--- src/core/wds_pkg.sv ---
// constants shared by the watchdog and sleep control block
package wds_pkg;
	// system clock and the low-frequency time base
	localparam int CLK_HZ = 250_000_000;
	localparam int LF_HZ = 31_000;
	localparam int LF_DIV_CYC = CLK_HZ / LF_HZ;

	// register offsets on the software port
	localparam logic [8:0] OFF_STATUS = 9'h003;
	localparam logic [8:0] OFF_OPTION = 9'h081;
	localparam logic [8:0] OFF_CTRL = 9'h105;
	localparam logic [8:0] OFF_CONFIG = 9'h107;

	// reset values
	localparam logic [7:0] CTRL_RST = 8'h08;
	localparam logic [7:0] OPTION_RST = 8'hFF;
	localparam logic TO_RST = 1'b1;
	localparam logic PD_RST = 1'b1;

	// field positions
	localparam int CTRL_SWEN_BIT = 0;
	localparam int CTRL_PS_LSB = 1;
	localparam int CTRL_PS_W = 4;
	localparam int CTRL_W = 5;
	localparam int STATUS_TO_BIT = 4;
	localparam int STATUS_PD_BIT = 3;
	localparam int CFG_CONFIG_WATCHDOG_ENABLE_BIT = 3;

	// period select decode: ratio = 2^(PS_BASE_SHIFT + code)
	localparam logic [3:0] PS_MAX = 4'hB;
	localparam int PS_BASE_SHIFT = 5;
	localparam int PRE_W = 16;

	typedef enum logic [1:0] {
		WDS_AWAKE,
		WDS_ASLEEP,
		WDS_WAKE_OST
	} wds_state_t;
endpackage : wds_pkg

--- src/core/wds_tick_div.sv ---
// divider making the one-cycle low-frequency oscillator tick
`timescale 1ns/1ps
module wds_tick_div #(
	parameter int DIV = wds_pkg::LF_DIV_CYC
) (
	input wire logic clk,
	input wire logic reset,
	output logic tick
);
	localparam int CW = $clog2(DIV);
	localparam logic [CW-1:0] LAST = CW'(DIV - 1);

	logic [CW-1:0] cnt_q;
	logic [CW-1:0] cnt_d;
	logic tick_q;
	logic tick_d;

	always_comb begin
		tick_d = (cnt_q == LAST);
		cnt_d = tick_d ? '0 : cnt_q + CW'(1);
	end

	always_ff @(posedge clk) begin
		if (reset) begin
			cnt_q <= '0;
			tick_q <= 1'b0;
		end else begin
			cnt_q <= cnt_d;
			tick_q <= tick_d;
		end
	end

	assign tick = tick_q;
endmodule : wds_tick_div

--- src/core/wds_prescaler.sv ---
// programmable 16-bit watchdog prescaler with period expiry pulse
`timescale 1ns/1ps
module wds_prescaler #(
	parameter int W = wds_pkg::PRE_W
) (
	input wire logic clk,
	input wire logic reset,
	input wire logic tick,
	input wire logic clear,
	input wire logic [3:0] sel,
	output logic [W-1:0] count,
	output logic expire
);
	logic [W-1:0] cnt_q;
	logic [W-1:0] cnt_d;
	logic exp_q;
	logic exp_d;
	logic [3:0] code;
	logic [W:0] ratio;
	logic [W-1:0] limit;

	always_comb begin
		// reserved codes behave as the longest period
		code = (sel > wds_pkg::PS_MAX) ? wds_pkg::PS_MAX : sel;
		ratio = (W+1)'(1) << (wds_pkg::PS_BASE_SHIFT + int'(code));
		limit = W'(ratio - (W+1)'(1));
		exp_d = 1'b0;
		cnt_d = cnt_q;
		if (clear) begin
			cnt_d = '0;
		end else if (tick) begin
			if (cnt_q >= limit) begin
				cnt_d = '0;
				exp_d = 1'b1;
			end else begin
				cnt_d = cnt_q + W'(1);
			end
		end
	end

	always_ff @(posedge clk) begin
		if (reset) begin
			cnt_q <= '0;
			exp_q <= 1'b0;
		end else begin
			cnt_q <= cnt_d;
			exp_q <= exp_d;
		end
	end

	assign count = cnt_q;
	assign expire = exp_q;
endmodule : wds_prescaler

--- src/core/wds_top.sv ---
// watchdog timer with sleep entry, wake-up and status flags
//
// Chosen here: the plain strobed port.
`timescale 1ns/1ps
module wds_top #(
	parameter int LF_DIV = wds_pkg::LF_DIV_CYC
) (
	input wire logic clk,
	input wire logic reset,
	input wire logic [8:0] addr,
	input wire logic [7:0] wdata,
	input wire logic wr_en,
	input wire logic rd_en,
	output logic [7:0] rdata,
	input wire logic [7:0] config_word,
	input wire logic crystal_clock_mode,
	input wire logic sleep_instr,
	input wire logic clear_watchdog_instr,
	input wire logic osc_fail,
	input wire logic wake_pending,
	input wire logic ost_active,
	input wire logic ost_done,
	input wire logic timer1_osc_req,
	output logic wdt_reset,
	output logic wake_resume,
	output logic ost_start,
	output logic sleeping,
	output logic osc_driver_en,
	output logic io_hold,
	output logic timer1_osc_en,
	output logic power_down_flag,
	output logic timeout_flag,
	output logic master_clear_pin_o,
	output logic master_clear_pin_oe
);
	localparam int PSL = wds_pkg::CTRL_PS_LSB;
	localparam int PSH = wds_pkg::CTRL_PS_LSB + wds_pkg::CTRL_PS_W - 1;
	localparam int CW = wds_pkg::CTRL_W;

	wds_pkg::wds_state_t state_q;
	wds_pkg::wds_state_t state_d;
	logic pd_q;
	logic pd_d;
	logic to_q;
	logic to_d;
	logic rst_q;
	logic rst_d;
	logic wake_q;
	logic wake_d;
	logic ost_q;
	logic ost_d;
	logic t1_q;
	logic t1_d;
	logic [CW-1:0] ctrl_q;
	logic [CW-1:0] ctrl_d;
	logic [7:0] opt_q;
	logic [7:0] opt_d;
	logic [7:0] rdata_q;
	logic [7:0] rdata_d;

	logic lf_tick;
	logic wdt_expire;
	logic [wds_pkg::PRE_W-1:0] pre_count;
	logic cfg_config_watchdog_enable;
	logic soft_en;
	logic wdt_run;
	logic sleep_take;
	logic sleep_exit;
	logic wdt_clear;

	assign cfg_config_watchdog_enable = config_word[wds_pkg::CFG_CONFIG_WATCHDOG_ENABLE_BIT];
	assign soft_en = ctrl_q[wds_pkg::CTRL_SWEN_BIT];
	assign wdt_run = cfg_config_watchdog_enable | soft_en;

	// a pending wake source turns the sleep instruction into a no-op
	assign sleep_take = sleep_instr && (state_q == wds_pkg::WDS_AWAKE)
		&& !wake_pending;
	assign sleep_exit = (state_q == wds_pkg::WDS_ASLEEP) && (wdt_expire || wake_pending);

	// start-up timer borrows the ripple counter, so it stays clear meanwhile
	assign wdt_clear = !wdt_run
		| clear_watchdog_instr
		| osc_fail
		| sleep_take
		| sleep_exit
		| (state_q == wds_pkg::WDS_WAKE_OST)
		| ost_active;

	wds_tick_div #(
		.DIV(LF_DIV)
	) u_tick (
		.clk(clk),
		.reset(reset),
		.tick(lf_tick)
	);

	wds_prescaler #(
		.W(wds_pkg::PRE_W)
	) u_pre (
		.clk(clk),
		.reset(reset),
		.tick(lf_tick),
		.clear(wdt_clear),
		.sel(ctrl_q[PSH:PSL]),
		.count(pre_count),
		.expire(wdt_expire)
	);

	// sleep sequencing and status flags
	always_comb begin
		state_d = state_q;
		pd_d = pd_q;
		to_d = to_q;
		rst_d = 1'b0;
		wake_d = 1'b0;
		ost_d = 1'b0;
		case (state_q)
			wds_pkg::WDS_AWAKE: begin
				if (wdt_expire) begin
					rst_d = 1'b1;
					to_d = 1'b0;
				end else if (sleep_take) begin
					state_d = wds_pkg::WDS_ASLEEP;
					pd_d = 1'b0;
					to_d = 1'b1;
				end
			end
			wds_pkg::WDS_ASLEEP: begin
				if (sleep_exit) begin
					if (wdt_expire) begin
						to_d = 1'b0;
					end
					if (crystal_clock_mode) begin
						state_d = wds_pkg::WDS_WAKE_OST;
						ost_d = 1'b1;
					end else begin
						state_d = wds_pkg::WDS_AWAKE;
						wake_d = 1'b1;
					end
				end
			end
			wds_pkg::WDS_WAKE_OST: begin
				if (ost_done) begin
					state_d = wds_pkg::WDS_AWAKE;
					wake_d = 1'b1;
				end
			end
			default: begin
				state_d = wds_pkg::WDS_AWAKE;
			end
		endcase
		// timer1 oscillator follows its own request in every state
		t1_d = timer1_osc_req;
	end

	always_ff @(posedge clk) begin
		if (reset) begin
			state_q <= wds_pkg::WDS_AWAKE;
			pd_q <= wds_pkg::PD_RST;
			to_q <= wds_pkg::TO_RST;
			rst_q <= 1'b0;
			wake_q <= 1'b0;
			ost_q <= 1'b0;
			t1_q <= 1'b0;
		end else begin
			state_q <= state_d;
			pd_q <= pd_d;
			to_q <= to_d;
			rst_q <= rst_d;
			wake_q <= wake_d;
			ost_q <= ost_d;
			t1_q <= t1_d;
		end
	end

	// register file; the internal watchdog reset reloads it like any reset
	always_comb begin
		ctrl_d = ctrl_q;
		opt_d = opt_q;
		rdata_d = 8'h00;
		if (rst_q) begin
			ctrl_d = wds_pkg::CTRL_RST[CW-1:0];
			opt_d = wds_pkg::OPTION_RST;
		end else if (wr_en) begin
			case (addr)
				wds_pkg::OFF_CTRL: begin
					ctrl_d = wdata[CW-1:0];
				end
				wds_pkg::OFF_OPTION: begin
					opt_d = wdata;
				end
				default: begin
					ctrl_d = ctrl_q;
				end
			endcase
		end
		if (rd_en) begin
			case (addr)
				wds_pkg::OFF_CTRL: begin
					rdata_d = {3'h0, ctrl_q};
				end
				wds_pkg::OFF_OPTION: begin
					rdata_d = opt_q;
				end
				wds_pkg::OFF_CONFIG: begin
					rdata_d = config_word;
				end
				wds_pkg::OFF_STATUS: begin
					rdata_d[wds_pkg::STATUS_TO_BIT] = to_q;
					rdata_d[wds_pkg::STATUS_PD_BIT] = pd_q;
				end
				default: begin
					rdata_d = 8'h00;
				end
			endcase
		end
	end

	always_ff @(posedge clk) begin
		if (reset) begin
			ctrl_q <= wds_pkg::CTRL_RST[CW-1:0];
			opt_q <= wds_pkg::OPTION_RST;
			rdata_q <= 8'h00;
		end else begin
			ctrl_q <= ctrl_d;
			opt_q <= opt_d;
			rdata_q <= rdata_d;
		end
	end

	assign rdata = rdata_q;
	assign wdt_reset = rst_q;
	assign wake_resume = wake_q;
	assign ost_start = ost_q;
	assign sleeping = (state_q == wds_pkg::WDS_ASLEEP);
	assign osc_driver_en = (state_q != wds_pkg::WDS_ASLEEP);
	assign io_hold = (state_q == wds_pkg::WDS_ASLEEP);
	assign timer1_osc_en = t1_q;
	assign power_down_flag = pd_q;
	assign timeout_flag = to_q;
	// the watchdog reset stays inside the device, the pin is never driven
	assign master_clear_pin_o = 1'b0;
	assign master_clear_pin_oe = 1'b0;
endmodule : wds_top

--- config.mk ---
export PLATFORM = sky130hd
export DESIGN_NAME = wds_top
export DESIGN_NICKNAME = d
export VERILOG_FILES = /design/src/core/wds_pkg.sv /design/src/core/wds_tick_div.sv /design/src/core/wds_prescaler.sv /design/src/core/wds_top.sv
export SDC_FILE = /design/constraint.sdc
export NUM_CORES = 1
export LEC_CHECK = 0
export ABC_AREA = 0
export BUFFER_PORTS_ARGS = -buffer_cell sky130_fd_sc_hd__buf_2
export CAP_MARGIN = 20
export CORE_MARGIN = 3
export CORE_UTILIZATION = 25
export CTS_CLUSTER_DIAMETER = 80
export CTS_CLUSTER_SIZE = 30
export DETAILED_ROUTE_END_ITERATION = 16
export GPL_TIMING_DRIVEN = 0
export HOLD_SLACK_MARGIN = 0.05
export PLACE_DENSITY = 0.48
export SKIP_LAST_GASP = 1
export SYNTH_ARGS = -nofsm -noshare
export SYNTH_HDL_FRONTEND = slang
export SYNTH_SLANG_ARGS = --single-unit
--- constraint.sdc ---
create_clock -name clk -period 6.39 [get_ports clk]
set_input_delay 0.639 -clock clk [delete_from_list [all_inputs] [get_ports clk]]
set_output_delay 0.639 -clock clk [all_outputs]
set_load 0.02 [all_outputs]
# Word-level counts from Yosys, hierarchy flattened
# Index checks and enable logic that the tools add are counted.
[word_totals] register_bits=60 inputBits=37 output_inout_bits=19
[classes] add_sub_neg=4 magnitude_cmp=2 eq_ne=14 shift=1 n_mux=23 bitwise=13 n_reduce_logical=20
[op_table] cell="left shift 1 x 32 -> 16 bit, first input constant" count=1
[op_table] cell="equality test 9 bit, second input constant" count=2
[op_table] cell="adder 16 x 1 -> 16 bit, second input constant" count=1
[op_table] cell=">= comparator 16 bit" count=1
[op_table] cell="two-way mux 16 bit" count=1
[op_table] cell="subtractor 16 x 1 -> 16 bit, second input constant" count=1
[op_table] cell="adder 13 x 1 -> 13 bit, second input constant" count=1
[op_table] cell="equality test 13 bit, second input constant" count=1
[op_table] cell="two-way mux 1 bit" count=10
[op_table] cell="two-way mux 2 bit" count=5
[op_table] cell="OR reduction 2 bit" count=5
[op_table] cell="equality test 9 x 2 -> 1 bit, second input constant" count=1
[op_table] cell="equality test 9 x 8 -> 1 bit, second input constant" count=1
[op_table] cell="one-hot mux 3 bit (3 select lines)" count=1
[op_table] cell="one-hot mux 2 bit (4 select lines)" count=1
[op_table] cell="AND reduction 4 bit" count=2
[op_table] cell="bitwise OR 1 bit" count=7
[op_table] cell="inequality test 2 x 1 -> 1 bit, second input constant" count=3
[op_table] cell="inequality test 2 bit, second input constant" count=3
[op_table] cell="NOT 1 bit" count=6
[op_table] cell="one-hot mux 2 bit (3 select lines)" count=1
[op_table] cell="one-hot mux 3 bit (2 select lines)" count=1
[op_table] cell="OR reduction 3 bit" count=2
[op_table] cell="adder 3 x 4 -> 5 bit, first input constant" count=1
[op_table] cell="13 further kinds" count=18

# Logic depth before layout (Yosys ltp)
# Gate-level depths: netlist (run 1).
[depth] depth_word=9 mapped_depth=13 depth_no_buf=11

# Hierarchy
# From an unflattened synthesis (run 1), not the netlist that was laid out.
[unflattened] cells_unflattened=374 hier_area_um2=3417.0
[by_module_without_submodules] module="wds_top" n_inst=1 cells_each=162 area_each_um2=1476.4 seq_area_each_um2=580.6
[by_module_without_submodules] module="wds_prescaler" n_inst=1 cells_each=147 area_each_um2=1308.8 seq_area_each_um2=340.3
[by_module_without_submodules] module="wds_tick_div" n_inst=1 cells_each=65 area_each_um2=631.9 seq_area_each_um2=280.3

# Worst setup path before layout (run 1)
# OpenSTA, ideal clock, no wires.
[synth_timing] kind="register to register" from="register ctrl_q[4]" to="register u_pre.cnt_q[10] (netlist: u_pre.count[10])" t_arrival_ns=1.995 t_required_ns=6.275 slack_ns=4.280 stages_incl_launch_ff=10 n_path_buf=2 synth_period_minus_slack_ns=2.110 path_cell_list="dfxtp_1 > clkbuf_1 > nor3_1 > ha_1 > nand4_1 > o311ai_1 > a21oi_2 > o21bai_2 > buf_6 > nor2_2"
[synth_via] elab_chain_len=7
[synth_rtl] element="start, declared" line_no="wds_top.sv:54" rtl="logic [CW-1:0] ctrl_q;"
[synth_rtl] element="start signal, assigned" line_no="wds_top.sv:221" rtl="ctrl_q <= wds_pkg::CTRL_RST[CW-1:0];"
[synth_rtl] element="start signal, assigned" line_no="wds_top.sv:225" rtl="ctrl_q <= ctrl_d;"
[synth_rtl] element="greater-than comparator 4 bit" line_no="wds_prescaler.sv:24" rtl="code = (sel > wds_pkg::PS_MAX) ? wds_pkg::PS_MAX : sel;"
[synth_rtl] element="two-way mux 4 bit *" line_no="wds_prescaler.sv:24"
[synth_rtl] element="adder 3 x 4 -> 5 bit *" line_no="wds_prescaler.sv:25" rtl="ratio = (W+1)'(1) << (wds_pkg::PS_BASE_SHIFT + int'(code));"
[synth_rtl] element="left shift 1 x 32 -> 16 bit *" line_no="wds_prescaler.sv:25"
[synth_rtl] element="subtractor 16 x 1 -> 16 bit *" line_no="wds_prescaler.sv:26" rtl="limit = W'(ratio - (W+1)'(1));"
[synth_rtl] element=">= comparator 16 bit *" line_no="wds_prescaler.sv:32" rtl="if (cnt_q >= limit) begin"
[synth_rtl] element="two-way mux 16 bit *" line_no="wds_prescaler.sv:32"
[synth_rtl] element="end signal, assigned" line_no="wds_prescaler.sv:46" rtl="cnt_q <= cnt_d;"
[synth_rtl] element="end, declared" line_no="wds_prescaler.sv:14" rtl="logic [W-1:0] cnt_q;"
# Mark *: on every way between the ends. The rest lies on a longest branch, timed or not.
# A chain may end at the register's enable or synchronous reset.

# Worst setup path after layout (run 1)
# Ends and elaborated chain as after synthesis.

==> run summary, run 1 <==
Crit Path Category -> flop to flop
CP arrival -> 2730 ps
Sequential element share of the synthesized area -> 0.392
Global-route wire length before repair -> 11.2 mm
Most frequent cells in the layout -> dfxtp_1 (60), buf_2 (54), nor2_1 (53), nand2_1 (29), nand3_1 (25)
Nets -> 478
Tot GR Track Use -> 0.106
Die H -> 117 um
First-pass detailed-route iteration total -> 4
Vias per cell -> 4.54
Yosys cell types -> 50
Post-CTS Resized -> 0
Worst hold slack -> 473 ps
Total number of H-tree levels -> 3
Worst Reg-to-Reg Cells -> 9
CTS tree -> done
Power density over cell area -> 253 mW/mm2
DR vias -> 2575
Crit start category -> flop
Initial core utilization -> 0.262
Max Cap Viol -> 0
Worst-Margin Slew -> 589 ps
Clock Sinks -> 60
CTS buffer count -> 9
Antenna violations before repair -> 0
Largest net degree at the start of global routing -> 12
Peak supply drop -> 0.136 mV
CTS Root Cell -> clkbuf_16
Ports -> 56
Average size of a mapped cell -> 8.71 um2
Hold/Removal Path Class -> flop to flop
Hold Path Depth -> 1
EDFF count, synth -> 0
Layout cell share with drive strength beyond 1 -> 0.222
Vias in the first global route -> 2373
Worst endpoint required time -> 6610 ps
Post-Layout Inst Area -> 0.00385 mm2
Routed WL -> 6.86 mm
Setup Fix Bufs, Post-CTS -> 0
Gate Count Post-Synth -> 352
Crit Path Max Fanout -> 10
GP Congestion -> 0.791
Status -> finished clean
Post-place instance area -> 0.00352 mm2
Final Hold Vio Count -> 0
Routed len/inst -> 12.1 um
Initial DRC count -> 143
Core area -> 0.0117 mm2
Clk Latency, worst-skew pair -> 330 ps
Chip width -> 117 um
# DRC -> 0
Clk pin slew, worst setup/hold paths -> 50 ps
Netlist Area Pre-Place -> 0.00307 mm2
Peak Freq -> 0.398 GHz
Leakage Power -> 1.64 nW
Detailed placement HPWL -> 5.38 mm
Most common cell after layout, fill and taps aside -> dfxtp_1
Layout fillers -> 1240
Max Slew Vio Count -> 0
Post-DRT Antenna Nets -> 0
Clk buf depth -> 2
Die area -> 0.0136 mm2
Final worst path period share -> 0.393
Slew margin rel. -> 0.606
Finished Core Util -> 0.328
CP endpoint kind -> flop
Setup violators final -> 0
Ys flop type -> dfxtp_1
Total Power -> 975 uW
CTS Hold Bufs -> 0
Row count -> 39
RSZ-0062 raised after global routing -> no
Min Tclk post-route -> 2510 ps
Worst Clk Skew -> 5.90 ps
Fraction of registers with async set or reset after synthesis -> 0
Setup TNS -> 0 ps
Number of synthesized register bits -> 60
Area growth syn-to-layout -> 25.5%
Synth warn -> 0
Total gr overflow -> 0
Port bufs -> 52
Inserted Diodes -> 0
layout make-up:
class                   instances  area [um2]  share of cell area
repair buffers                 52         260              0.0677
plain buffers                  13        77.6              0.0202
multi-input cells             271        1760               0.457
inverters                      12        45.0              0.0117
flip-flops and latches         60        1200               0.312
clock buffers                  10         239              0.0621
clock inverters                 6        87.6              0.0228
well taps                     143         179              0.0465
worst paths after layout:
check	startpoint	endpoint	slack, ps
hold reg to reg	u_tick.cnt_q[0]	u_tick.cnt_q[0]	470
setup / recovery	ctrl_q[4]	u_pre.count[10]	3880
setup reg to reg	ctrl_q[4]	u_pre.count[10]	3880
hold / removal	u_tick.cnt_q[0]	u_tick.cnt_q[0]	470
cell families (layout without fill, tap and decap cells):
| group | count (synthesis) | in the layout | synth area share |
|---|---|---|---|
| simple gates | 164 | 164 | 0.267 |
| flops | 60 | 60 | 0.392 |
| compound gates | 46 | 46 | 0.111 |
| buf+inv | 25 | 93 | 0.0400 |
| xor+xnor | 24 | 24 | 0.0686 |
| fa+ha+maj | 22 | 22 | 0.0898 |
| mux | 9 | 9 | 0.0294 |
| other cells | 2 | 6 | 0.00245 |
power by group:
part | total [mW] | switching [mW] | internal (mW)
logic | 0.0712 | 0.0402 | 0.0309
clock network | 0.521 | 0.170 | 0.351
registers | 0.383 | 0.00373 | 0.379
synth_stat cells (all sizes together) (6+ instances only):
| cell | number | area, um2 |
|---|---|---|
| nand2 | 29 | 109 |
| mux2i | 9 | 90.1 |
| o21ai | 8 | 40.0 |
| a22oi | 6 | 45.0 |
| nand4 | 7 | 43.8 |
| nor2 | 63 | 262 |
| nand3 | 25 | 125 |
| nand2b | 6 | 45.0 |
| a21oi | 8 | 43.8 |
| and3 | 7 | 53.8 |
| ha | 22 | 275 |
| dfxtp | 60 | 1200 |
| nor3 | 9 | 45.0 |
| xor2 | 16 | 140 |
| xnor2 | 8 | 70.1 |
| inv | 12 | 45.0 |
| buf | 8 | 58.8 |
routing by layer:
metal / up-vias / GRT usage / share of wire
li1: 1355 / - / -
met1: 1160 / 0.144 / 0.49
met2: 49 / 0.155 / 0.46
met3: 11 / 0.0347 / 0.038
met4: 0 / 0.0413 / 0.014
met5: - / 0 / 0
flip-flops by register name, indices dropped and copies added (netlist names):
signal and cells:
ctrl_q 5, u_pre.count 16, u_pre.expire 1, u_tick.tick 1
timeout_flag 1, rdata 8, wdt_reset 1, opt_q 8
ost_start 1, u_tick.cnt_q 13, wake_resume 1, state_q 2
timer1_osc_en 1, power_down_flag 1
worst max-delay path, cell delays in order (launching register included):
cell,delay (ps)
dfxtp_1,410
clkbuf_1,360
nor3_1,130
ha_1,330
nand4_1,90
o311ai_1,360
a21oi_2,140
o21bai_2,310
buf_6,220
nor2_2,50
stage by stage:
stage	std cells	worst slack, ps
floorplan	356	4280
global placement	551	3850
detailed placement	551	3840
CTS	567	3850
global route	567	3620
finish	567	3880
Note: power is estimated with default switching activity, not from simulation.
==> inputs of run 2 (changes only) <==
--- a/config.mk
+++ b/config.mk
@@ -15,7 +15,7 @@
 export DETAILED_ROUTE_END_ITERATION = 16
 export GPL_TIMING_DRIVEN = 0
 export HOLD_SLACK_MARGIN = 0.05
-export PLACE_DENSITY = 0.48
+export PLACE_DENSITY = 0.5
 export SKIP_LAST_GASP = 1
 export SYNTH_ARGS = -nofsm -noshare
 export SYNTH_HDL_FRONTEND = slang
==> constraint.sdc (replaced) <==
create_clock -name clk -period 2.16 [get_ports clk]
set_input_delay 0.216 -clock clk [delete_from_list [all_inputs] [get_ports clk]]
set_output_delay 0.216 -clock clk [all_outputs]
set_load 0.02 [all_outputs]
==> run 2 against run 1 <==
  * Non-clock buffer count grew 3
  * Combinational power grew to 3.0 times the previous value
  * Critical endpoint is now u_pre.count[0]
  * Register-to-register slack lost 3800 ps
  * Sequential cell count is the same
  * Highest routed layer unchanged
==> run summary, run 2 (synthesis results as in run 1) <==
Post-place instance area -> 0.00352 mm2
Vias per cell -> 4.55
Layout fillers -> 1243
R2R Setup Slk -> 60 ps
Crit start category -> flop
Peak supply drop -> 0.437 mV
Total number of H-tree levels -> 3
Initial core utilization -> 0.262
Worst Clk Skew -> 9.51 ps
Worst Hold End -> timer1_osc_en
Row count -> 39
Max reg flops -> 16
CTS Hold Bufs -> 0
Worst Path Buf+Inv -> 2
Power density over cell area -> 692 mW/mm2
Slew margin rel. -> 0.612
Post-DRT Antenna Nets -> 0
Slowest Stage Delay on Critical Path -> 350 ps
Final worst path period share -> 0.972
Most common cell after layout, fill and taps aside -> dfxtp_1
Initial DRC count -> 153
Antenna violations before repair -> 0
Cells along the critical path -> clkbuf_4 -> nor3_1 -> ha_1 -> a21oi_1 -> o311ai_4 -> a21oi_4 -> buf_6 -> o211ai_1 -> a21oi_1
Worst endpoint required time -> 2420 ps
Status -> finished clean
Peak Freq -> 0.476 GHz
Setup violators final -> 0
Routed WL -> 6.96 mm
Hold Path Origin -> timer1_osc_req
Hold/Removal Path Class -> input pin to flop
CTS tree -> done
Most frequent cells in the layout -> dfxtp_1 (56), buf_2 (54), nor2_1 (49), nand2_1 (29), nand3_1 (24)
Global-route wire length before repair -> 10.9 mm
R2R Path Start -> ctrl_q[4]
Layout cell share with drive strength beyond 1 -> 0.268
Crit Path Max Fanout -> 10
Post-Layout Inst Area -> 0.00396 mm2
CP arrival -> 2360 ps
CTS buffer count -> 9
Leakage Power -> 1.70 nW
WL met2 -> 3.29 mm
Port bufs -> 52
DR top layer -> met4
Top cell by count, worst path -> a21oi_1
Chip width -> 117 um
Clock Sinks -> 60
Final Hold Vio Count -> 0
# DRC -> 0
CP endpoint kind -> flop
RSZ-0062 raised after global routing -> yes
GP Congestion -> 0.713
Vias in the first global route -> 2335
Wire length on met1 -> 3.20 mm
Tot GR Track Use -> 0.103
CTS Root Cell -> clkbuf_16
R2r endpoint -> u_pre.count[0]
Detailed placement HPWL -> 5.30 mm
First-pass detailed-route iteration total -> 5
Crit Path Category -> flop to flop
Finished Core Util -> 0.338
Clk pin slew, worst setup/hold paths -> 50 ps
Core area -> 0.0117 mm2
Worst Reg-to-Reg Cells -> 9
Area growth syn-to-layout -> 29.1%
Clk buf depth -> 2
Met3 WL -> 359 um
Nets -> 481
Final Non-Filler Cells -> 568
DR vias -> 2585
Die H -> 117 um
Clk Latency, worst-skew pair -> 330 ps
Total Power -> 2.74 mW
Max Cap Viol -> 0
Hold Path Depth -> 2
Min Tclk post-route -> 2100 ps
Inserted Diodes -> 0
Die area -> 0.0136 mm2
Cell family with most CP delay -> compound AO/OA/AOI/OAI gates
Placed insts -> 551
Max Slew Vio Count -> 0
Ports -> 56
Routed len/inst -> 12.2 um
Largest net degree at the start of global routing -> 16
Worst-Margin Slew -> 580 ps
Critical-path top delay cell -> dfxtp_2
Total gr overflow -> 0
==> run 2: cell count changes in the layout (fill, tap and decap cells not counted), moves of 2 or more <==
| cell | before | now |
|---|---|---|
| dfxtp_2 | 0 | 3 |
| a21oi_1 | 7 | 5 |
| nand2b_1 | 5 | 3 |
| nand2b_4 | 1 | 3 |
| clkbuf_4 | 0 | 2 |
| nor2_2 | 10 | 13 |
| clkbuf_1 | 5 | 3 |
| nor2_1 | 53 | 49 |
| dfxtp_1 | 60 | 56 |
| clkinvlp_4 | 3 | 1 |
| buf_4 | 3 | 5 |
==> run 2: area by class of cell <==
type / instances / area (um2) / area share
timing repair buffer: 56 / 307 / 0.0775
multi-input combinational: 271 / 1850 / 0.468
tap: 143 / 179 / 0.0452
clock buffer: 10 / 239 / 0.0604
inverter: 12 / 45.0 / 0.0114
clock inverter: 4 / 51.3 / 0.0130
buffer: 12 / 73.8 / 0.0187
sequential: 60 / 1210 / 0.306
==> run 2: worst register-to-register path, cell delays in order (launching register included) <==
cell and delay (ps):
dfxtp_2 350, clkbuf_4 190, nor3_1 220, ha_1 290, a21oi_1 240, o311ai_4 160, a21oi_4 230, buf_6 120
o211ai_1 80, a21oi_1 140
==> run 2: where the power goes <==
part | switching [mW] | leakage (nW) | internal [mW]
sequential | 0.0116 | 0.486 | 1.12
clock | 0.481 | 0.140 | 0.908
combinational | 0.121 | 1.07 | 0.0929
==> run 2: per-layer routing <==
metal,GRT usage,vias to the layer above
li1,-,1360
met1,0.132,1172
met2,0.157,43
met3,0.0389,10
met4,0.0367,0
met5,0,-
==> run 2: repair_timing <==
item,4_1_cts,5_1_grt
pin swaps,4,6
gates resized for setup,14,16
endpoints found under the setup margin,16,17
hold endpoints to repair,0,0
setup buffers,2,2
==> run 2: worst max-delay path by stage <==
stage               cells after the start         endpoint  startpoint
floorplan                               9  u_pre.count[10]   ctrl_q[4]
global placement                        9  u_pre.count[10]   ctrl_q[4]
detailed placement                      9  u_pre.count[15]   ctrl_q[4]
CTS                                    10   u_pre.count[0]   ctrl_q[2]
global route                            9   u_pre.count[0]   ctrl_q[4]
finish                                  9   u_pre.count[0]   ctrl_q[4]
==> run 2: stage by stage <==
stage | hold slack [ps] | TNS (ps) | setup WS, ps
floorplan | 340 | 0 | 49.8
global placement | 424 | -4060 | -327
detailed placement | 433 | -3770 | -312
CTS | 87.6 | 0 | 15.7
global route | 103 | -1010 | -86.3
finish | 99.8 | 0 | 59.8
==> inputs of run 3 (changes only) <==
--- a/config.mk
+++ b/config.mk
@@ -15,7 +15,7 @@
 export DETAILED_ROUTE_END_ITERATION = 16
 export GPL_TIMING_DRIVEN = 0
 export HOLD_SLACK_MARGIN = 0.05
-export PLACE_DENSITY = 0.5
+export PLACE_DENSITY = 0.48
 export SKIP_LAST_GASP = 1
 export SYNTH_ARGS = -nofsm -noshare
 export SYNTH_HDL_FRONTEND = slang
==> constraint.sdc (replaced) <==
create_clock -name clk -period 2.2 [get_ports clk]
set_input_delay 0.22 -clock clk [delete_from_list [all_inputs] [get_ports clk]]
set_output_delay 0.22 -clock clk [all_outputs]
set_load 0.02 [all_outputs]
==> run 3 against run 2 <==
  * Total power is 4.1% higher
  * Register-to-register slack hardly changed
  * Non-clock buffer count increased by 1
  * Clock power increased by 9%
  * Cell count increased by 0.53%
  * Count of clock-buffer cells in the layout stayed put
  * Worst setup slack lost 15 ps
  * Sequential power is essentially flat
  * First-iteration DRC count fell by 16%
  * Combinational power barely moved
  * Die area unchanged
  * Global-route usage up 0.42 points
  * Critical path type unchanged
  * Largest power group unchanged
  * Highest routed layer unchanged
==> run summary, run 3 (synthesis results as in run 1) <==
Status -> finished clean
RSZ-0062 raised after global routing -> yes
DR vias -> 2629
CTS Hold Bufs -> 0
Critical-path top delay cell -> dfxtp_4
Total Power -> 2.85 mW
# DRC -> 0
Gate power share -> 0.076
Worst Path Buf+Inv -> 1
Final Hold Vio Count -> 0
Most common cell after layout, fill and taps aside -> dfxtp_1
Clk pwr share -> 0.534
Slew margin rel. -> 0.606
CTS Root Cell -> clkbuf_16
Initial core utilization -> 0.262
Crit Path Max Fanout -> 8
Worst-Margin Slew -> 589 ps
Detailed placement HPWL -> 5.38 mm
Max Slew Vio Count -> 0
GP Congestion -> 0.791
Peak supply drop -> 0.399 mV
Core area -> 0.0117 mm2
Crit start category -> flop
Net Sw Frac -> 0.223
Worst Clk Skew -> 5.90 ps
Initial DRC count -> 129
Vias in the first global route -> 2411
Min Tclk post-route -> 2150 ps
Slowest Stage Delay on Critical Path -> 380 ps
Area growth syn-to-layout -> 33.2%
Total gr overflow -> 0
Clk Latency, worst-skew pair -> 330 ps
CTS tree -> done
Peak Freq -> 0.464 GHz
Hold/Removal Path Class -> input pin to flop
Max Cap Viol -> 0
Port bufs -> 52
Vias per cell -> 4.60
Die area -> 0.0136 mm2
Sw Pwr -> 634 uW
Clk pin slew, worst setup/hold paths -> 60 ps
Routed len/inst -> 12.5 um
Final worst path period share -> 0.979
Clk buf depth -> 2
Crit Path Category -> flop to flop
Total number of H-tree levels -> 3
Final worst setup slack -> 45.1 ps
Most frequent cells in the layout -> dfxtp_1 (56), buf_2 (54), nor2_1 (52), nand2_1 (29), nand3_1 (24)
Post-DRT Antenna Nets -> 0
CP endpoint kind -> flop
Layout fillers -> 1218
Clock Sinks -> 60
Largest net degree at the start of global routing -> 12
Global-route wire length before repair -> 11.3 mm
Cell family with most CP delay -> compound AO/OA/AOI/OAI gates
Internal power -> 2.21 mW
Cells along the critical path -> nor2_4 -> mux2i_1 -> nand2b_4 -> ha_4 -> a21o_1 -> a21oi_2 -> nand3_2 -> a21oi_4 -> o21bai_4 -> buf_8 -> nor2_4
Worst endpoint required time -> 2470 ps
Antenna violations before repair -> 0
Leakage Power -> 1.72 nW
First-pass detailed-route iteration total -> 4
Layout cell share with drive strength beyond 1 -> 0.278
Chip width -> 117 um
CTS buffer count -> 9
Row count -> 39
Sequential Power Share -> 0.390
Power density over cell area -> 697 mW/mm2
Setup violators final -> 0
CP arrival -> 2420 ps
Nets -> 482
Ports -> 56
Top cell by count, worst path -> nor2_4
Inserted Diodes -> 0
Worst hold slack -> 104 ps
Max reg flops -> 16
Die H -> 117 um
Pre-CTS WS -> -345 ps
Tot GR Track Use -> 0.107
Post-Layout Inst Area -> 0.00408 mm2
Post-place instance area -> 0.00352 mm2
Routed WL -> 7.15 mm
[run 3: power by group through the flow]
stage               logic (mW)  registers [mW]  clock network (mW)
finish                   0.217            1.11                1.52
global route             0.241            1.11                1.61
CTS                      0.210            1.11                1.56
detailed placement       0.206            1.14                   0
global placement         0.206            1.13                   0
floorplan                0.127            1.14                   0
[run 3: per-stage QoR]
stage,setup TNS [ps],instances,util
after floorplan,0,356,-
after global placement,-4250,551,0.301
after detailed placement,-4240,551,0.301
after CTS,0,568,0.334
after global routing,-921,571,0.349
final,0,571,0.349
[run 3: cell type report]
cell class	count	area, um2	share of cell area
sequential	60	1210	0.296
clock buffer	10	239	0.0585
inverter	12	45.0	0.0110
timing repair buffer	56	308	0.0754
tap	143	179	0.0438
buffer	13	92.6	0.0227
multi-input combinational	271	1920	0.471
clock inverter	6	87.6	0.0214
[run 3: worst paths after layout]
check	start	end	slack (ps)	depth (start not counted)
min reg2reg	u_tick.cnt_q[0]	u_tick.cnt_q[0]	470	1
max	ctrl_q[2]	u_pre.count[14]	50	11
max reg2reg	ctrl_q[2]	u_pre.count[14]	50	11
min	wdata[7]	opt_q[7]	100	3
[run 3: worst reg2reg max path, delay by kind of cell, from the launching register on]
kind / cells / cell delay [ps]
buffers and inverters: 1 / 170
DFF: 1 / 380
AOI/OAI and AO/OA: 4 / 640
adders and majority gates: 1 / 200
muxes: 1 / 220
and+or+nand+nor: 4 / 470
[run 3: repair_timing]
item,4_1_cts,5_1_grt
resized for setup,14,32
pin swaps,2,21
gates cloned,0,1
setup endpoints to repair,16,17
buffers inserted,1,2
[run 3: per-layer routing]
layer / GRT usage / wire (um)
met1: 0.144 / 3420
met2: 0.158 / 3320
met3: 0.0347 / 298
met5: 0 / 0
met4: 0.0413 / 108
